$ cat src/include/fcl_regs.vh
// Purpose: constants for the fuse configuration loader
// Assumes: byte-wide fuse array, word-aligned Wishbone register map
// Notes: offsets are fuse indices; byte address is four times the index
`ifndef FCL_REGS_VH
`define FCL_REGS_VH
`define FCL_IDX_WDT 4'h0
`define FCL_IDX_BOD 4'h1
`define FCL_IDX_OSC 4'h2
`define FCL_IDX_TMR 4'h4
`define FCL_IDX_SYS0 4'h5
`define FCL_IDX_SYS1 4'h6
`define FCL_IDX_APP 4'h7
`define FCL_IDX_BOOT 4'h8
`define FCL_IDX_LOCK 4'hA
`define FCL_IDX_STAT 4'hC
`define FCL_NUM_FUSE 11
`define FCL_RST_WDT 8'h00
`define FCL_RST_BOD 8'h00
`define FCL_RST_OSC 8'h02
`define FCL_RST_TMR 8'h00
`define FCL_RST_SYS0 8'hF6
`define FCL_RST_SYS1 8'h07
`define FCL_RST_APP 8'h00
`define FCL_RST_BOOT 8'h00
`define FCL_RST_LOCK 8'h00
`define FCL_PIN_GPIO 2'h0
`define FCL_PIN_DEBUG 2'h1
`define FCL_PIN_RESET 2'h2
`define FCL_SYS0_BLOCK_OFF_BIT 4
`define FCL_RST_FREQ 2'h2
`define FCL_RST_SCAN 2'h3
`define FCL_BLOCK_SLOW_CYC 768
`define FCL_SLOW_DIV 6104
`define FCL_LOAD_CYC 4'hB
`endif

$ cat src/core/fcl_block_timer.v
// Purpose: counts slow oscillator ticks for the post power-on write block
// Assumes: slow_tick is a one-cycle pulse per slow oscillator cycle
// Notes: stays idle when not started
`include "fcl_regs.vh"
`default_nettype none
module fcl_block_timer (
	input wire clk,
	input wire rst_n,
	input wire start,
	input wire slow_tick,
	output reg busy_r
);
	reg [9:0] cnt_r;
	localparam [9:0] LAST_TICK = `FCL_BLOCK_SLOW_CYC - 1;
	always @(posedge clk or negedge rst_n) begin
		if (!rst_n) begin
			cnt_r <= 10'h000;
			busy_r <= 1'b0;
		end else if (start) begin
			cnt_r <= 10'h000;
			busy_r <= 1'b1;
		end else if (busy_r && slow_tick) begin
			if (cnt_r == LAST_TICK) begin
				busy_r <= 1'b0;
			end
			cnt_r <= cnt_r + 10'h001;
		end
	end
endmodule
`default_nettype wire

$ cat src/core/fcl_loader.v
// Purpose: fuse configuration loader with Wishbone read access
// Assumes: fuse array arrives on FUSE_* inputs, stable during load
// Notes: POR_FLAG marks the reset being a power-on reset
`include "fcl_regs.vh"
`default_nettype none
module fcl_loader #(
	parameter SLOW_DIV = `FCL_SLOW_DIV
) (
	input wire MCLK,
	input wire RST_N,
	input wire POR_FLAG,
	input wire [7:0] FUSE_WDT,
	input wire [7:0] FUSE_BOD,
	input wire [7:0] FUSE_OSC,
	input wire [7:0] FUSE_TMR,
	input wire [7:0] FUSE_SYS0,
	input wire [7:0] FUSE_SYS1,
	input wire [7:0] FUSE_APP,
	input wire [7:0] FUSE_BOOT,
	input wire [7:0] FUSE_LOCK,
	input wire WB_CYC_I,
	input wire WB_STB_I,
	input wire WB_WE_I,
	input wire [7:0] WB_ADR_I,
	input wire [3:0] WB_SEL_I,
	input wire [31:0] WB_DAT_I,
	output reg [31:0] WB_DAT_O,
	output reg WB_ACK_O,
	output reg WB_ERR_O,
	output reg LOAD_DONE,
	output reg [3:0] WDT_WINDOW,
	output reg [3:0] WDT_PERIOD,
	output reg [2:0] BROWNOUT_THRESHOLD_SEL,
	output reg BROWNOUT_SAMPLE_RATE,
	output reg [1:0] BROWNOUT_ACTIVE_MODE,
	output reg [1:0] BROWNOUT_SLEEP_MODE,
	output reg RC_TRIM_LOCK,
	output reg [1:0] RC_FREQUENCY_SELECT,
	output reg [3:0] COMPARE_PIN_OUTPUT_ENABLE,
	output reg [3:0] COMPARE_DEFAULT_LEVEL,
	output reg [1:0] SCAN_SOURCE_SELECT,
	output reg [1:0] RESET_PIN_FUNCTION,
	output reg NV_WRITE_BLOCK
);
	// ****************************************
	// reset release
	// ****************************************
	reg rst_s1_r;
	reg rst_s2_r;
	wire rst_n_i;
	always @(posedge MCLK or negedge RST_N) begin
		if (!RST_N) begin
			rst_s1_r <= 1'b0;
			rst_s2_r <= 1'b0;
		end else begin
			rst_s1_r <= 1'b1;
			rst_s2_r <= rst_s1_r;
		end
	end
	assign rst_n_i = rst_s2_r;

	// ****************************************
	// load sequencer
	// ****************************************
	localparam ST_IDLE = 3'b001;
	localparam ST_LOAD = 3'b010;
	localparam ST_DONE = 3'b100;
	reg [2:0] state_r;
	reg [2:0] state_nxt;
	reg [3:0] idx_r;
	reg por_r;
	reg [7:0] fuse_r [0:`FCL_NUM_FUSE-1];
	reg [7:0] fuse_in;
	reg block_start_r;
	wire block_busy;
	always @* begin
		case (idx_r)
			`FCL_IDX_WDT: fuse_in = FUSE_WDT;
			`FCL_IDX_BOD: fuse_in = FUSE_BOD;
			`FCL_IDX_OSC: fuse_in = FUSE_OSC;
			`FCL_IDX_TMR: fuse_in = FUSE_TMR;
			`FCL_IDX_SYS0: fuse_in = FUSE_SYS0;
			`FCL_IDX_SYS1: fuse_in = FUSE_SYS1;
			`FCL_IDX_APP: fuse_in = FUSE_APP;
			`FCL_IDX_BOOT: fuse_in = FUSE_BOOT;
			`FCL_IDX_LOCK: fuse_in = FUSE_LOCK;
			default: fuse_in = 8'hFF;
		endcase
	end
	always @* begin
		case (state_r)
			ST_IDLE: state_nxt = ST_LOAD;
			ST_LOAD: state_nxt = (idx_r == (`FCL_LOAD_CYC - 4'h1)) ? ST_DONE : ST_LOAD;
			ST_DONE: state_nxt = ST_DONE;
			default: state_nxt = ST_IDLE;
		endcase
	end
	genvar gi;
	generate
		for (gi = 0; gi < `FCL_NUM_FUSE; gi = gi + 1) begin : g_fuse
			always @(posedge MCLK or negedge rst_n_i) begin
				if (!rst_n_i) begin
					fuse_r[gi] <= 8'h00;
				end else if (state_r == ST_LOAD && idx_r == gi) begin
					fuse_r[gi] <= fuse_in;
				end
			end
		end
	endgenerate

	// ****************************************
	// write block qualification
	// ****************************************
	wire [7:0] sys0_fuse;
	reg pin_allows_block;
	reg block_qual;
	assign sys0_fuse = fuse_r[`FCL_IDX_SYS0];
	always @* begin
		case (sys0_fuse[3:2])
			`FCL_PIN_GPIO: pin_allows_block = 1'b1;
			`FCL_PIN_RESET: pin_allows_block = 1'b1;
			default: pin_allows_block = 1'b0;
		endcase
	end
	always @* begin
		block_qual = 1'b0;
		if (por_r && !sys0_fuse[`FCL_SYS0_BLOCK_OFF_BIT]) begin
			block_qual = pin_allows_block;
		end
	end

	// ****************************************
	// load control
	// ****************************************
	always @(posedge MCLK or negedge rst_n_i) begin
		if (!rst_n_i) begin
			state_r <= ST_IDLE;
			idx_r <= 4'h0;
			por_r <= 1'b0;
			block_start_r <= 1'b0;
			LOAD_DONE <= 1'b0;
		end else begin
			state_r <= state_nxt;
			block_start_r <= 1'b0;
			if (state_r == ST_IDLE) begin
				por_r <= POR_FLAG;
			end
			if (state_r == ST_LOAD) begin
				idx_r <= idx_r + 4'h1;
			end
			if (state_r == ST_LOAD && state_nxt == ST_DONE) begin
				LOAD_DONE <= 1'b1;
				block_start_r <= block_qual;
			end
		end
	end

	// ****************************************
	// peripheral fields
	// ****************************************
	reg load_done_q_r;
	wire apply;
	wire apply_por;
	wire [7:0] wdt_fuse;
	wire [7:0] bod_fuse;
	wire [7:0] osc_fuse;
	wire [7:0] tmr_fuse;
	assign wdt_fuse = fuse_r[`FCL_IDX_WDT];
	assign bod_fuse = fuse_r[`FCL_IDX_BOD];
	assign osc_fuse = fuse_r[`FCL_IDX_OSC];
	assign tmr_fuse = fuse_r[`FCL_IDX_TMR];
	assign apply = (state_r == ST_DONE) && !load_done_q_r;
	assign apply_por = apply && por_r;
	always @(posedge MCLK or negedge rst_n_i) begin
		if (!rst_n_i) begin
			load_done_q_r <= 1'b0;
		end else begin
			load_done_q_r <= LOAD_DONE;
		end
	end

	// ****************************************
	// retained brown-out and compare fields
	// ****************************************
	reg [2:0] bod_thr_nxt;
	reg bod_rate_nxt;
	reg [1:0] bod_act_nxt;
	reg [1:0] bod_slp_nxt;
	reg [3:0] cmp_en_nxt;
	reg [3:0] cmp_lvl_nxt;
	always @* begin
		bod_thr_nxt = BROWNOUT_THRESHOLD_SEL;
		bod_rate_nxt = BROWNOUT_SAMPLE_RATE;
		bod_act_nxt = BROWNOUT_ACTIVE_MODE;
		bod_slp_nxt = BROWNOUT_SLEEP_MODE;
		cmp_en_nxt = COMPARE_PIN_OUTPUT_ENABLE;
		cmp_lvl_nxt = COMPARE_DEFAULT_LEVEL;
		if (!rst_n_i && POR_FLAG) begin
			bod_thr_nxt = 3'h0;
			bod_rate_nxt = 1'b0;
			bod_act_nxt = 2'h0;
			bod_slp_nxt = 2'h0;
			cmp_en_nxt = 4'h0;
			cmp_lvl_nxt = 4'h0;
		end else if (apply_por) begin
			bod_thr_nxt = bod_fuse[7:5];
			bod_rate_nxt = bod_fuse[4];
			bod_act_nxt = bod_fuse[3:2];
			bod_slp_nxt = bod_fuse[1:0];
			cmp_en_nxt = tmr_fuse[7:4];
			cmp_lvl_nxt = tmr_fuse[3:0];
		end
	end
	// no asynchronous reset: a warm reset must leave these untouched
	always @(posedge MCLK) begin
		BROWNOUT_THRESHOLD_SEL <= bod_thr_nxt;
		BROWNOUT_SAMPLE_RATE <= bod_rate_nxt;
		BROWNOUT_ACTIVE_MODE <= bod_act_nxt;
		BROWNOUT_SLEEP_MODE <= bod_slp_nxt;
		COMPARE_PIN_OUTPUT_ENABLE <= cmp_en_nxt;
		COMPARE_DEFAULT_LEVEL <= cmp_lvl_nxt;
	end

	// ****************************************
	// fields reloaded on every reset
	// ****************************************
	reg [3:0] wdt_win_nxt;
	reg [3:0] wdt_per_nxt;
	reg trim_lock_nxt;
	reg [1:0] freq_sel_nxt;
	reg [1:0] scan_sel_nxt;
	reg [1:0] pin_fn_nxt;
	always @* begin
		wdt_win_nxt = WDT_WINDOW;
		wdt_per_nxt = WDT_PERIOD;
		trim_lock_nxt = RC_TRIM_LOCK;
		freq_sel_nxt = RC_FREQUENCY_SELECT;
		scan_sel_nxt = SCAN_SOURCE_SELECT;
		pin_fn_nxt = RESET_PIN_FUNCTION;
		if (apply) begin
			wdt_win_nxt = wdt_fuse[7:4];
			wdt_per_nxt = wdt_fuse[3:0];
			trim_lock_nxt = osc_fuse[7];
			freq_sel_nxt = osc_fuse[1:0];
			scan_sel_nxt = sys0_fuse[7:6];
			pin_fn_nxt = sys0_fuse[3:2];
		end
	end
	always @(posedge MCLK or negedge rst_n_i) begin
		if (!rst_n_i) begin
			WDT_WINDOW <= 4'h0;
			WDT_PERIOD <= 4'h0;
			RC_TRIM_LOCK <= 1'b0;
			RC_FREQUENCY_SELECT <= `FCL_RST_FREQ;
			SCAN_SOURCE_SELECT <= `FCL_RST_SCAN;
			RESET_PIN_FUNCTION <= `FCL_PIN_GPIO;
		end else begin
			WDT_WINDOW <= wdt_win_nxt;
			WDT_PERIOD <= wdt_per_nxt;
			RC_TRIM_LOCK <= trim_lock_nxt;
			RC_FREQUENCY_SELECT <= freq_sel_nxt;
			SCAN_SOURCE_SELECT <= scan_sel_nxt;
			RESET_PIN_FUNCTION <= pin_fn_nxt;
		end
	end

	// ****************************************
	// write block timing
	// ****************************************
	reg [12:0] div_r;
	reg slow_tick_r;
	localparam [12:0] DIV_LAST = SLOW_DIV - 1;
	always @(posedge MCLK or negedge rst_n_i) begin
		if (!rst_n_i) begin
			div_r <= 13'h0000;
			slow_tick_r <= 1'b0;
		end else if (div_r == DIV_LAST) begin
			div_r <= 13'h0000;
			slow_tick_r <= 1'b1;
		end else begin
			div_r <= div_r + 13'h0001;
			slow_tick_r <= 1'b0;
		end
	end
	fcl_block_timer u_block (
		.clk(MCLK),
		.rst_n(rst_n_i),
		.start(block_start_r),
		.slow_tick(slow_tick_r),
		.busy_r(block_busy)
	);
	always @(posedge MCLK or negedge rst_n_i) begin
		if (!rst_n_i) begin
			NV_WRITE_BLOCK <= 1'b0;
		end else begin
			NV_WRITE_BLOCK <= block_busy || block_start_r;
		end
	end

	// ****************************************
	// wishbone slave
	// ****************************************
	wire req;
	wire [5:0] widx;
	reg [31:0] rdata;
	reg hit;
	assign req = WB_CYC_I && WB_STB_I && !WB_ACK_O && !WB_ERR_O;
	assign widx = WB_ADR_I[7:2];
	always @* begin
		rdata = 32'h00000000;
		hit = 1'b0;
		case (widx)
			{2'h0, `FCL_IDX_WDT},
			{2'h0, `FCL_IDX_BOD},
			{2'h0, `FCL_IDX_OSC},
			{2'h0, `FCL_IDX_TMR},
			{2'h0, `FCL_IDX_SYS0},
			{2'h0, `FCL_IDX_SYS1},
			{2'h0, `FCL_IDX_APP},
			{2'h0, `FCL_IDX_BOOT},
			{2'h0, `FCL_IDX_LOCK}: begin
				rdata = {24'h000000, fuse_r[widx[3:0]]};
				hit = 1'b1;
			end
			{2'h0, `FCL_IDX_STAT}: begin
				rdata = {30'h00000000, NV_WRITE_BLOCK, LOAD_DONE};
				hit = 1'b1;
			end
			default: begin
				rdata = 32'h00000000;
				hit = 1'b0;
			end
		endcase
	end
	always @(posedge MCLK or negedge rst_n_i) begin
		if (!rst_n_i) begin
			WB_ACK_O <= 1'b0;
			WB_ERR_O <= 1'b0;
			WB_DAT_O <= 32'h00000000;
		end else begin
			WB_ACK_O <= req && hit && !WB_WE_I;
			WB_ERR_O <= req && (!hit || WB_WE_I);
			WB_DAT_O <= (req && hit && !WB_WE_I) ? rdata : 32'h00000000;
		end
	end
endmodule
`default_nettype wire

$ cat config.mk
export PLATFORM = sky130hd
export DESIGN_NAME = fcl_loader
export DESIGN_NICKNAME = d
export VERILOG_FILES = /design/src/core/fcl_block_timer.v /design/src/core/fcl_loader.v
export VERILOG_INCLUDE_DIRS = /design/src /design/src/include
export SDC_FILE = /design/constraint.sdc
export NUM_CORES = 1
export LEC_CHECK = 0
export ABC_AREA = 1
export ABC_CLOCK_PERIOD_IN_PS = 5700
export BUFFER_PORTS_ARGS = -buffer_cell sky130_fd_sc_hd__buf_2
export CORE_MARGIN = 10
export CORE_UTILIZATION = 55
export CTS_CLUSTER_SIZE = 12
export DETAILED_ROUTE_END_ITERATION = 12
export GPL_TIMING_DRIVEN = 1
export PLACE_DENSITY_LB_ADDON = 0.2
export SLEW_MARGIN = 30
export SYNTH_ARGS = -nofsm -noshare
export SYNTH_HDL_FRONTEND = slang
export SYNTH_SLANG_ARGS = --single-unit
$ cat constraint.sdc
create_clock -name MCLK -period 5.7 [get_ports MCLK]
set_input_delay 0.57 -clock MCLK [delete_from_list [all_inputs] [get_ports MCLK]]
set_output_delay 0.57 -clock MCLK [all_outputs]
set_load 0.1 [all_outputs]
==> metrics.yaml <==
crit_path_max_fanout: 11
netSwitchingFraction_pct: 25.2
totalWireLength_um: 22600
numCtsBuffers: 17
yosys_warnings: 0
track_usage_pct: 21.8
n_antenna_cell: 0
fp.dieArea_um2: 20500
ioPinCount: 189
clk_latency_ns: 0.43
cts_root_buf: "clkbuf_16"
critPathArrivalTime_ns: 2.73
die_y_um: 143
post-route-period-util_pct: 42.3
synth_cell_types: 43
layout.cells.non_filler: 1400
crit_family: "simple AND/OR/NAND/NOR gates"
preCtsSetupSlack_ns: 2.99
grt_pass1_vias: 6861
wl_per_cell_um: 16.2
ant_nets: 0
synth_most_common_cell: "nand2_1"
antenna_found_initial: 0
num_vias: 7417
start_util_pct: 56.8
drcViolationCount: 0
critPathSlowestCell: "dfrtp_1"
seqPwrFrac_pct: 45.3
cp-start-kind: "register"
drive_gt1_share_pct: 18.3
hold_violations: 0
power_frac_clock_pct: 45.0
final_nets: 1331
htree_levels: 4
syn_area_per_cell_um2: 7.69
dp_hpwl_um: 16200
grt_pass1_wl_um: 35300
status: "finished, final reports clean"
rsz0062_at_grt: "false"
end_kind: "register"
final.setup.tns_ns: 0
drt_iter0_markers: 909
synth_seq_cells: 166
synth-seq-area-share_pct: 48.9
fillers: 1257
p_switching_w: 0.000693
crit_required_ns: 6.02
clockBufferDepth: 2
period_minus_slack_ns: 2.41
path_class: "reg2reg"
synth_top_area_share_pct: 43.8
drv_cap: 0
slew_headroom_pct: 47.5
routabilityCongestion: 0.940
synth_top_cell_by_area: "dfrtp_1"
die_w_um: 143
hold_class: "reg2async"
worst_slack_ns: 3.29
worst_slew_pin_slew_ns: 0.788
ir_worst_vdd_mv: 0.429
grt_start_max_net_pins: 62
setup_viol: 0
clkTransAtPathRegs_ns: 0.06
num_rows: 44
synth_area_um2: 8350
leakage_nw: 5.01
crit_chain: "inv_1, ha_1, inv_1, nor2_4, nor2_2, nand3_4, nand3_2, nand2_1, nand2_1"
p_int_w: 0.00205
synth_edf_count: 0
yosys-top-cells-area: "dfrtp_1 (44%), nand2_1 (22%), nand3_1 (4.4%)"
placed_cells: 1367
numPortBuffers: 126
core_um2: 14700
slew_viol_final: 0
p_comb_share_pct: 9.6
grt_overflow: 0
ys.flop_type: "dfrtp_1"
synthCells: 1086
max_freq_mhz: 415
worst-path-buf-inv: 2
via_per_inst: 5.30
cts.sinks: 166
cts_tree: "built"
p_per_area_nw_per_um2: 286
synth_commonest_cells: "nand2_1 (488), dfrtp_1 (146), nand3_1 (74)"
area_growth_syn_to_layout_pct: 14.9
max_stage_delay_ns: 0.41
drt_pass1_iterations: 6
fin_skew_ns: 0.00729
async_reset_ff_share_pct: 90.4
==> path summary, 6_finish.rpt <==
path | slack [ns] | from | endpoint | depth (start not counted)
max | 3.29 | idx_r[0] | fuse_r[17] | 9
min | 0.33 | rst_n_i | osc_fuse[0] | 0
max reg2reg | 3.29 | idx_r[0] | fuse_r[17] | 9
min reg2reg | 0.33 | rst_n_i | osc_fuse[0] | 0
max in group asynchronous | 4.17 | rst_n_i | WB_ACK_O | 1
min in group MCLK | 0.35 | rst_s1_r | rst_n_i | 0
==> power groups by stage <==
stage | clock network (W) | logic [W] | registers, W
floorplan | 0 | 0.000156 | 0.00131
global placement | 0 | 0.000259 | 0.00126
detailed placement | 0 | 0.000262 | 0.00126
CTS | 0.00124 | 0.000263 | 0.00124
global route | 0.00130 | 0.000284 | 0.00125
finish | 0.00124 | 0.000265 | 0.00124
==> area by class of cell <==
type / instances / area (um^2) / share of cell area (%)
Tap cell: 184 / 230 / 2.40
Sequential cell: 166 / 4080 / 42.6
Clock inverter: 8 / 144 / 1.50
Inverter: 76 / 285 / 2.97
Timing Repair Buffer: 131 / 671 / 6.99
Clock buffer: 24 / 492 / 5.13
Multi-Input combinational cell: 811 / 3690 / 38.5
==> what timing repair did <==
action / 4_1_cts / 5_1_grt
hold endpoints to repair: 2 / 0
hold buffers: 1 / 0
gates resized for setup: 0 / 0
setup buffers: 0 / 0
==> registers in the layout, summed over array words and instances (netlist names), 8 cells and up <==
register       cells
wdt_fuse           8
tmr_fuse           8
WB_DAT_O           8
fuse_r            46
div_r             13
bod_fuse           8
u_block.cnt_r     10
sys0_fuse          8
osc_fuse           8
==> metal layers <==
layer	vias to the layer above	track usage [%]	part of all wire, %
met1	3452	29.0	42
met4	0	7.06	2.1
met2	317	34.4	47
li1	3602	-	-
met3	46	5.17	8.3
met5	-	0	0
==> logic make-up after synthesis <==
family | synth area share (%)
and+or+nand+nor | 33.8
DFF | 48.9
buffers and inverters | 7.99
AOI/OAI and AO/OA | 5.80
muxes | 1.75
xor gates and xnor gates | 0.839
adders and majority gates | 0.899
other | 0.0900
==> per-stage QoR <==
stage,util [%],total power [W],instance area [um^2],hold slack [ns]
after floorplan,-,0.00147,8430,0.274
after global placement,60.9,0.00152,8950,0.342
after detailed placement,60.9,0.00153,8950,0.336
after CTS,65.3,0.00275,9590,0.357
after global routing,65.3,0.00283,9590,0.375
final,65.3,0.00274,9590,0.331
==> layout by cell type, fill, tap and decap left out, types with 2 or more instances in the layout <==
cell type,netlist,final
mux2_2,13,13
clkbuf_8,0,4
buf_2,8,126
ha_1,6,6
nand3_1,74,74
a21boi_0,2,2
o211ai_1,14,14
nand3_2,8,8
xor2_1,7,7
o22ai_1,5,5
nor3_1,9,9
clkbuf_1,13,3
nor2_2,14,15
dfrtp_1,146,145
nand4_1,4,4
or2_2,13,13
a211oi_1,3,3
conb_1,2,25
nand2_1,488,488
o21ai_0,14,14
inv_1,69,69
inv_2,6,6
nor2_1,62,61
dfstp_2,4,4
buf_4,25,4
o21a_1,3,3
clkbuf_16,0,17
dfxtp_1,16,16
bufinv_16,0,4
a21oi_1,34,34
clkinv_2,0,3
No activity file was read; power rests on OpenSTA's default activity.
